[src/verilog/divp_params.svh]
// divp_params.svh: constants of the interrupt vector and priority block
// assumes inclusion by the block's top module divp_ctrl only
`ifndef DIVP_PARAMS_SVH
`define DIVP_PARAMS_SVH

`define DIVP_NSRC        14
`define DIVP_VEC_RESET   7'h00
`define DIVP_VEC_NMI     7'h04
`define DIVP_VEC_TRAP17  7'h08
`define DIVP_VEC_TRAP30  7'h3C
`define DIVP_VEC_HW0     7'h40
`define DIVP_RSV_LO      7'h78
`define DIVP_RSV_HI      7'h7F
`define DIVP_VEC_STEP    7'h04
`define DIVP_PRIO_RESET  5'h01
`define DIVP_PRIO_NMI    5'h02
`define DIVP_PRIO_HW0    5'h03
`define DIVP_PRIO_NONE   5'h00
`define DIVP_MASK_RST    14'h0000

`endif

[src/verilog/divp_pkg.sv]
// divp_pkg.sv: types of the interrupt vector and priority block
// assumes the params header sits beside it
`default_nettype none
package divp_pkg;
	typedef enum logic [1:0] {
		DIVP_IDLE,
		DIVP_WAIT_ACK
	} divp_state_t;

	typedef struct packed {
		divp_state_t state;
		logic [13:0] pending_flag_register;
		logic [13:0] mask_register;
		logic [13:0] req_s1;
		logic [13:0] req_s2;
		logic [13:0] req_d;
		logic [1:0]  nmi_s;
		logic        nmi_d;
		logic        nmi_pend;
		logic        take;
		logic [6:0]  vector;
		logic [4:0]  prio;
		logic        reserved_hit;
	} divp_state_s_t;
endpackage
`default_nettype wire

[src/verilog/divp_ctrl.sv]
// divp_ctrl.sv: vector selection and fixed-priority arbitration of interrupt sources
// assumes request pins are asynchronous; core acknowledges each taken vector
`include "divp_params.svh"
`default_nettype none
module divp_ctrl
	import divp_pkg::*;
(
	// clock and reset
	input  wire logic        mclk_i,
	input  wire logic        resetn_i,
	// hardware sources, bit order: ext0 ext1 ext2 timer p0rx p0tx p2rx p2tx ext3 host p1rx p1tx dma4 dma5
	input  wire logic        ext_request_zero_i,
	input  wire logic        ext_request_one_i,
	input  wire logic        ext_request_two_i,
	input  wire logic        timer_request_i,
	input  wire logic        port0_rx_request_i,
	input  wire logic        port0_tx_request_i,
	input  wire logic        port2_rx_request_i,
	input  wire logic        port2_tx_request_i,
	input  wire logic        ext_request_three_i,
	input  wire logic        host_port_request_i,
	input  wire logic        port1_rx_request_i,
	input  wire logic        port1_tx_request_i,
	input  wire logic        dma_ch4_request_i,
	input  wire logic        dma_ch5_request_i,
	input  wire logic        nmi_request_i,
	// core side
	input  wire logic        soft_reset_trap_i,
	input  wire logic        soft_trap_i,
	input  wire logic [4:0]  soft_trap_num_i,
	input  wire logic        mask_we_i,
	input  wire logic [13:0] mask_wdata_i,
	input  wire logic        flag_clr_i,
	input  wire logic [13:0] flag_clr_bits_i,
	input  wire logic        ack_i,
	output logic             take_o,
	output logic [6:0]       vector_o,
	output logic [4:0]       prio_o,
	output logic             reserved_hit_o,
	output logic [13:0]      pending_o,
	output logic [13:0]      mask_o
);

	divp_state_s_t st_reg;
	divp_state_s_t st_next;
	logic [13:0]   req_raw;
	logic [13:0]   eligible;
	logic [3:0]    win;
	logic          win_v;
	logic [13:0]   rise;

	assign req_raw = {dma_ch5_request_i, dma_ch4_request_i, port1_tx_request_i, port1_rx_request_i,
		host_port_request_i, ext_request_three_i, port2_tx_request_i, port2_rx_request_i,
		port0_tx_request_i, port0_rx_request_i, timer_request_i, ext_request_two_i,
		ext_request_one_i, ext_request_zero_i};

	// ************************************************************
	// vector arithmetic
	// ************************************************************
	// slot index to location, four words apart
	function automatic logic [6:0] divp_hw_vec(input logic [3:0] idx);
		divp_hw_vec = 7'(`DIVP_VEC_HW0 + {1'b0, idx, 2'b00});
	endfunction

	// slot index to priority number
	function automatic logic [4:0] divp_hw_prio(input logic [3:0] idx);
		divp_hw_prio = 5'(`DIVP_PRIO_HW0 + {1'b0, idx});
	endfunction

	// ************************************************************
	// next state
	// ************************************************************
	always_comb begin
		st_next = st_reg;
		st_next.req_s1 = req_raw;
		st_next.req_s2 = st_reg.req_s1;
		st_next.req_d = st_reg.req_s2;
		st_next.nmi_s = {st_reg.nmi_s[0], nmi_request_i};
		st_next.nmi_d = st_reg.nmi_s[1];
		st_next.reserved_hit = 1'b0;
		eligible = '0;
		win = 4'h0;
		win_v = 1'b0;

		if (mask_we_i) begin
			st_next.mask_register = mask_wdata_i;
		end

		rise = st_reg.req_s2 & ~st_reg.req_d;
		if (flag_clr_i) begin
			st_next.pending_flag_register = st_reg.pending_flag_register & ~flag_clr_bits_i;
		end
		st_next.pending_flag_register = st_next.pending_flag_register | rise;
		if (st_reg.nmi_s[1] && !st_reg.nmi_d) begin
			st_next.nmi_pend = 1'b1;
		end

		eligible = st_reg.pending_flag_register & st_reg.mask_register;
		for (int i = `DIVP_NSRC - 1; i >= 0; i--) begin
			if (eligible[i]) begin
				win = 4'(i);
				win_v = 1'b1;
			end
		end

		case (st_reg.state)
			DIVP_IDLE: begin
				if (soft_reset_trap_i) begin
					st_next.take = 1'b1;
					st_next.vector = `DIVP_VEC_RESET;
					st_next.prio = `DIVP_PRIO_RESET;
					st_next.state = DIVP_WAIT_ACK;
				end else if (st_reg.nmi_pend) begin
					st_next.take = 1'b1;
					st_next.vector = `DIVP_VEC_NMI;
					st_next.prio = `DIVP_PRIO_NMI;
					st_next.nmi_pend = 1'b0;
					st_next.state = DIVP_WAIT_ACK;
				end else if (win_v) begin
					st_next.take = 1'b1;
					st_next.vector = divp_hw_vec(win);
					st_next.prio = divp_hw_prio(win);
					// a fresh edge in the same cycle stays pending
					st_next.pending_flag_register[win] = rise[win];
					st_next.state = DIVP_WAIT_ACK;
				end else if (soft_trap_i) begin
					st_next.take = 1'b1;
					st_next.prio = `DIVP_PRIO_NONE;
					if (soft_trap_num_i <= 5'd13) begin
						st_next.vector = divp_hw_vec(soft_trap_num_i[3:0]);
					end else if (soft_trap_num_i == 5'd16) begin
						st_next.vector = `DIVP_VEC_NMI;
					end else if (soft_trap_num_i >= 5'd17 && soft_trap_num_i <= 5'd30) begin
						st_next.vector = 7'(`DIVP_VEC_TRAP17 + {soft_trap_num_i - 5'd17, 2'b00});
					end else begin
						st_next.take = 1'b0;
						st_next.vector = `DIVP_RSV_LO;
						st_next.reserved_hit = 1'b1;
					end
					if (st_next.take) begin
						st_next.state = DIVP_WAIT_ACK;
					end
				end
			end
			DIVP_WAIT_ACK: begin
				// vector held until the core takes it
				if (ack_i) begin
					st_next.take = 1'b0;
					st_next.state = DIVP_IDLE;
				end
			end
			default: begin
				st_next.state = DIVP_IDLE;
				st_next.take = 1'b0;
			end
		endcase
	end

	// ************************************************************
	// state register
	// ************************************************************
	always_ff @(posedge mclk_i or negedge resetn_i) begin
		if (!resetn_i) begin
			st_reg <= '0;
			st_reg.state <= DIVP_IDLE;
			st_reg.mask_register <= `DIVP_MASK_RST;
			st_reg.vector <= `DIVP_VEC_RESET;
		end else begin
			st_reg <= st_next;
		end
	end

	assign take_o = st_reg.take;
	assign vector_o = st_reg.vector;
	assign prio_o = st_reg.prio;
	assign reserved_hit_o = st_reg.reserved_hit;
	assign pending_o = st_reg.pending_flag_register;
	assign mask_o = st_reg.mask_register;

endmodule // divp_ctrl
`default_nettype wire

[config.mk]
export PLATFORM = sky130hd
export DESIGN_NAME = divp_ctrl
export DESIGN_NICKNAME = d
export VERILOG_FILES = /design/src/verilog/divp_pkg.sv /design/src/verilog/divp_ctrl.sv
export VERILOG_INCLUDE_DIRS = /design/src /design/src/verilog
export SDC_FILE = /design/constraint.sdc
export NUM_CORES = 1
export LEC_CHECK = 0
export BUFFER_PORTS_ARGS = -buffer_cell sky130_fd_sc_hd__buf_2
export CORE_UTILIZATION = 49
export CTS_BUF_LIST = sky130_fd_sc_hd__clkbuf_8 sky130_fd_sc_hd__clkbuf_16
export DETAILED_ROUTE_END_ITERATION = 8
export PLACE_DENSITY = 0.77
export SETUP_SLACK_MARGIN = 0.15
export SYNTH_ARGS = -nofsm -noshare
export SYNTH_HDL_FRONTEND = slang
export SYNTH_SLANG_ARGS = --single-unit
[constraint.sdc]
create_clock -name mclk_i -period 2.4 [get_ports mclk_i]
set_clock_uncertainty 0.15 [all_clocks]
set_input_delay 0.6 -clock mclk_i [delete_from_list [all_inputs] [get_ports mclk_i]]
set_output_delay 0.6 -clock mclk_i [all_outputs]
set_load 0.1 [all_outputs]
==> impl_metrics.json, run 1 <==
{
  "grt_pass1_wl_um": 15700,
  "cap_violations": 0,
  "leakage_nw": 2.63,
  "crit_path_start_kind": "flop",
  "insertion_delay_ns": 0.36,
  "syn_inst": 385,
  "setup_slack_ns": -0.0269,
  "synth_most_common_cell": "dfrtp_1",
  "core_region_area_mm2": 0.00822,
  "ys.flop_type": "dfrtp_1",
  "antenna_found_initial": 0,
  "period_share": 1.01,
  "port_buffers": 94,
  "cts_root_buffer": "clkbuf_8",
  "internal-power_mw": 3.07,
  "num_vias": 3411,
  "hold_path.class": "in2async",
  "post-route-drc-count": 0,
  "synth_common_cells": "87 x dfrtp_1, 48 x nand2_1, 44 x buf_4",
  "rows": 33,
  "wl_per_cell_um": 16.9,
  "dr.pass1.iters": 5,
  "track_usage": 0.237,
  "relSlewSlack": 0.508,
  "synth-edff-count": 0,
  "combPwrFrac": 0.470,
  "fin_hold_ws_ns": -0.00812,
  "synth_top_cells_by_area": "dfrtp_1 52%, buf_4 7.9%, nand2_1 4.3%",
  "synth_cell_type_count": 54,
  "die_h_um": 94.3,
  "slew_violations": 0,
  "synth_seq_cells": 87,
  "cp.arrival_ns": 2.52,
  "preCtsSetupSlack_ns": -0.355,
  "yosysTopAreaCell": "dfrtp_1",
  "drt_wl_total_um": 10600,
  "synth-xor-area-share": 0.0105,
  "grt.overflow.total": 0,
  "worst_pin_slew_ns": 0.727,
  "violations": "hold timing, setup timing",
  "synth_top_family_by_area": "compound AO/OA/AOI/OAI gates",
  "drtAntennaViolNets": 0,
  "final.setup.tns_ns": -0.132,
  "fin_nets": 580,
  "synth_seq_area_share": 0.522,
  "cts_sinks": 87,
  "slowest_delay_ns": 0.42,
  "switching_share": 0.452,
  "endpoint_kind": "flop",
  "crit_fanout": 9,
  "ys_warn_count": 0,
  "cts_tree": "yes",
  "yosys.area_share.simple": 0.132,
  "path_clk_slew_ns": 0.09,
  "syn-cell-area_mm2": 0.00417,
  "cpMostUsedCell": "a31oi_1",
  "initial_utilization": 0.508,
  "syn_avg_cell_area_um2": 10.8,
  "cts_buffers": 9,
  "cts_buffer_depth": 2,
  "synth-adder-area-share": 0.0240,
  "synth_top_cell_area_share": 0.522,
  "hold_viol": 10,
  "grt_pass1_vias": 3168,
  "rsz0062_at_grt": "yes",
  "largest_reg_flops": 30,
  "clkPwrFrac": 0.206,
  "timing.fmax_ghz": 0.412,
  "synthMuxAreaShare": 0.0597,
  "critPathKind": "reg2reg",
  "design.portCount": 97,
  "antennaDiodeCount": 0,
  "drt_iter0_drc": 292,
  "fin_crit_ns": 2.43,
  "htreeDepth": 3,
  "setup_viol": 11,
  "fp.dieW_um": 94.3,
  "powerDensity_mw_per_mm2": 1020,
  "p_sw_mw": 2.54,
  "via_per_inst": 5.44,
  "routabilityCongestion": 0.930,
  "drive_above_1_share": 0.473,
  "dp.final_hpwl_um": 7330,
  "async_reset_ff_frac": 1.00,
  "grt_start_max_net_pins": 38,
  "cp_data_required_time_ns": 2.49,
  "ir_drop_v": 0.000605,
  "crit_chain": "a22o_1 > a31oi_1 > o211ai_2 > a21boi_2 > mux2i_1 > o22ai_2 > a311oi_4 > buf_6 > a31oi_1",
  "dieArea_mm2": 0.00889,
  "critPathSlowestCell": "dfrtp_1",
  "seqPwrFrac": 0.324,
  "syn_to_final_growth_pct": 31.1,
  "status": "complete, but fails checks",
  "synth_compound_area_frac": 0.148
}
## critical path: cells and delay by family, from the launching register on
| family | cells | cell delay, ns |
|---|---|---|
| multiplexers | 1 | 0.27 |
| flip-flops | 1 | 0.42 |
| buffers and inverters | 1 | 0.19 |
| AO/OA/AOI/OAI | 7 | 1.28 |
## timing repair
item                                    in CTS  in global routing
hold buffers                                 0                  0
pin swaps                                    7                 25
gates cloned                                 1                  0
resized for setup                           21                 37
setup buffers                               12                  9
endpoints found under the setup margin      26                 25
## power groups by stage
stage	registers (mW)	clock network [mW]	logic, mW
detailed placement	1.82	0	2.27
global route	1.84	1.24	2.76
floorplan	1.84	0	1.83
finish	1.82	1.16	2.63
global placement	1.81	0	2.26
CTS	1.80	1.17	2.43
## cell families after synthesis
family          after synthesis
other cells                   1
fa+ha+maj                     8
flops                        87
xor+xnor                      5
buf+inv                      64
mux                          23
simple gates                111
compound gates               86
## layout make-up
type	instances	area (um2)
fill	621	2750
sequential	87	2180
multi-input combinational	235	1790
timing repair buffer	170	1090
tap	105	131
clock buffer	9	124
clock inverter	7	105
inverter	14	55.1
## routing by layer
layer / track usage / wire length [um] / up-vias
li1: - / - / 1592
met1: 0.334 / 4750 / 1633
met4: 0.103 / 259 / 0
met3: 0.0421 / 722 / 24
met2: 0.359 / 4880 / 162
met5: 0 / 0 / -
## cell usage in the layout, fill, tap and decap left out, types with 7 or more instances in the layout
cell      synthesis  layout
nor2_1           18      15
o21ai_0          15       8
mux2i_1           8       7
nor3_1            7       7
nand2_1          48      41
dfrtp_1          87      87
nor2b_1           8       8
a22o_1            8       7
clkbuf_8          0       9
a21oi_1          12      11
inv_1            14      13
mux2_2           15      14
a31oi_1          14      12
buf_4            44      68
buf_2             0      92
buf_6             3       9
## worst paths after layout
kind / startpoint / end / slack (ns) / cells past startpoint
max in group asynchronous: resetn_i / st_next[29]$_DFF_PN0_ / 1.45 / 2
worst min-delay path: resetn_i / st_reg[22]$_DFF_PN0_ / -0.008 / 1
worst max register to register: mask_o[9]$_DFFE_PN0P_ / pending_o[7]$_DFF_PN0_ / -0.03 / 9
worst min register to register: st_next[42]$_DFF_PN0_ / st_next[28]$_DFF_PN0_ / 0.20 / 0
worst max-delay path: mask_o[9]$_DFFE_PN0P_ / pending_o[7]$_DFF_PN0_ / -0.03 / 9
min in group mclk_i: port0_rx_request_i / st_next[36]$_DFF_PN0_ / 0.18 / 1
## through the flow
stage,utilization,cells,power [mW],instance area [um2]
final,0.666,627,5.61,5470
after global routing,0.666,627,5.83,5470
after CTS,0.641,618,5.41,5270
after detailed placement,0.591,589,4.09,4850
after global placement,0.591,589,4.07,4850
after floorplan,-,386,3.67,4210
(Power assumes the default switching activity.)
==> run 2: changes to the inputs <==
--- a/config.mk
+++ b/config.mk
@@ -7,10 +7,11 @@
 export NUM_CORES = 1
 export LEC_CHECK = 0
 export BUFFER_PORTS_ARGS = -buffer_cell sky130_fd_sc_hd__buf_2
-export CORE_UTILIZATION = 49
+export CORE_UTILIZATION = 54
 export CTS_BUF_LIST = sky130_fd_sc_hd__clkbuf_8 sky130_fd_sc_hd__clkbuf_16
+export CTS_CLUSTER_DIAMETER = 30
 export DETAILED_ROUTE_END_ITERATION = 8
-export PLACE_DENSITY = 0.77
+export PLACE_DENSITY = 0.8
 export SETUP_SLACK_MARGIN = 0.15
 export SYNTH_ARGS = -nofsm -noshare
 export SYNTH_HDL_FRONTEND = slang
==> constraint.sdc (replaced) <==
create_clock -name mclk_i -period 2.5 [get_ports mclk_i]
set_clock_uncertainty 0.15 [all_clocks]
set_input_delay 0.625 -clock mclk_i [delete_from_list [all_inputs] [get_ports mclk_i]]
set_output_delay 0.625 -clock mclk_i [all_outputs]
set_load 0.1 [all_outputs]
==> impl_metrics.json, run 2 (same netlist as run 1, synthesis figures left out) <==
{
  "endpoint_kind": "flop",
  "core_region_area_mm2": 0.00737,
  "rsz0062_at_grt": "yes",
  "insertion_delay_ns": 0.37,
  "dieArea_mm2": 0.00808,
  "routed.top_layer": "met4",
  "fin_cells": 603,
  "fin_nets": 562,
  "leakage_nw": 2.49,
  "num_vias": 3468,
  "setup_viol": 0,
  "slowest_delay_ns": 0.44,
  "die_h_um": 89.9,
  "timing.fmax_ghz": 0.406,
  "cts_buffers": 9,
  "rows": 31,
  "fin_hold_ws_ns": 0.199,
  "post-route-drc-count": 0,
  "antenna_found_initial": 0,
  "p_sw_mw": 2.40,
  "met1_length_um": 4300,
  "grt_pass1_vias": 3171,
  "dr_wl_met3_um": 914,
  "grt_pass1_wl_um": 15800,
  "port_buffers": 94,
  "stdcell_area_mm2": 0.00522,
  "clkPwrFrac": 0.192,
  "drive_above_1_share": 0.431,
  "powerDensity_mw_per_mm2": 974,
  "cts_root_buffer": "clkbuf_8",
  "routabilityCongestion": 0.933,
  "fin_crit_ns": 2.46,
  "track_usage": 0.254,
  "cap_violations": 0,
  "fin_util": 0.708,
  "ir_drop_v": 0.000496,
  "critPathSlowestCell": "dfrtp_1",
  "wl_per_cell_um": 17.4,
  "placed_cells": 563,
  "largest_reg_flops": 30,
  "via_per_inst": 5.75,
  "period_share": 0.984,
  "seqPwrFrac": 0.344,
  "critPathKind": "reg2reg",
  "switching_share": 0.473,
  "design.portCount": 97,
  "cts_buffer_depth": 2,
  "cts_tree": "yes",
  "drt_iter0_drc": 282,
  "drtAntennaViolNets": 0,
  "dp.final_hpwl_um": 7350,
  "cp.arrival_ns": 2.55,
  "crit_path_start_kind": "flop",
  "status": "finished, final reports clean",
  "initial_utilization": 0.566,
  "dr_wl_met2_um": 4930,
  "path_clk_slew_ns": 0.10,
  "path_buf_inv": 1,
  "combPwrFrac": 0.464,
  "place_area_mm2": 0.00466,
  "grt_start_max_net_pins": 35,
  "dr.pass1.iters": 6,
  "hold_viol": 0,
  "cp_top_family": "compound AO/OA/AOI/OAI gates",
  "relSlewSlack": 0.556,
  "drt_wl_total_um": 10500,
  "cp_data_required_time_ns": 2.59,
  "htreeDepth": 3,
  "final_cell_mix": "93 x buf_2, 87 x dfrtp_1, 51 x buf_4",
  "hold_path.class": "reg2reg",
  "fp.dieW_um": 89.9,
  "cpMostUsedCell": "a31oi_1",
  "worst_pin_slew_ns": 0.661,
  "cts_sinks": 87,
  "crit_chain": "a22o_1 > a31oi_1 > o211ai_2 > a31o_1 > buf_6 > ha_1 > and2_4 > a222oi_1 > a31oi_1",
  "crit_fanout": 7,
  "final_common_cell": "buf_2",
  "slew_violations": 0,
  "internal-power_mw": 2.68,
  "grt.overflow.total": 0,
  "syn_to_final_growth_pct": 25.1,
  "antennaDiodeCount": 0
}
==> run 2: area by class of cell <==
cell class                 instances  area [um2]
sequential                        87        2180
timing repair buffer             152         955
clock inverter                     7        81.3
tap                               99         124
multi-input combinational        235        1700
fill                             550        2150
inverter                          14        55.1
clock buffer                       9         124
==> run 2: routing by layer <==
layer	vias up	global-route usage
li1	1555	-
met5	-	0
met1	1645	0.352
met3	49	0.0668
met2	219	0.384
met4	0	0.0981
==> run 2: power groups by stage <==
stage	registers (mW)	logic, mW	clock network, mW
2_1_floorplan	1.77	1.73	0
3_3_place_gp	1.75	2.04	0
3_5_place_dp	1.76	2.06	0
4_1_cts	1.74	2.17	1.00
5_1_grt	1.77	2.46	1.06
6_report	1.75	2.36	0.976
==> run 2: worst paths after layout <==
| kind | startpoint | endpoint | slack (ns) | cells past startpoint |
|---|---|---|---|---|
| setup reg to reg | pending_o[9]$_DFF_PN0_ | pending_o[5]$_DFF_PN0_ | 0.04 | 9 |
| max in group asynchronous | resetn_i | pending_o[1]$_DFF_PN0_ | 0.97 | 3 |
| hold reg to reg | st_next[42]$_DFF_PN0_ | st_next[28]$_DFF_PN0_ | 0.20 | 0 |
| hold / removal | st_next[42]$_DFF_PN0_ | st_next[28]$_DFF_PN0_ | 0.20 | 0 |
| setup / recovery | pending_o[9]$_DFF_PN0_ | pending_o[5]$_DFF_PN0_ | 0.04 | 9 |
| min in group asynchronous | resetn_i | st_next[44]$_DFF_PN0_ | 0.54 | 2 |
==> run 2: stage by stage <==
| stage | setup WS (ns) | TNS, ns | power [mW] |
|---|---|---|---|
| 5_1_grt | -0.0541 | -0.134 | 5.29 |
| 6_report | 0.0391 | 0 | 5.08 |
| 4_1_cts | 0.125 | 0 | 4.91 |
| 3_3_place_gp | -0.0846 | -0.820 | 3.79 |
| 3_5_place_dp | -0.133 | -1.18 | 3.83 |
| 2_1_floorplan | 0.200 | 0 | 3.50 |
==> run 2: worst reg2reg max path: stages, from the launching register on <==
cell,delay (ns)
dfrtp_1,0.44
a22o_1,0.26
a31oi_1,0.18
o211ai_2,0.11
a31o_1,0.24
buf_6,0.15
ha_1,0.19
and2_4,0.18
a222oi_1,0.34
a31oi_1,0.10
==> run 2: what timing repair did <==
action	in CTS	in global routing
cloned	0	1
setup buffers	11	11
endpoints found under the setup margin	24	25
hold buffers	1	0
pin swaps	7	12
gates resized for setup	9	30
endpoints found under the hold margin	10	0
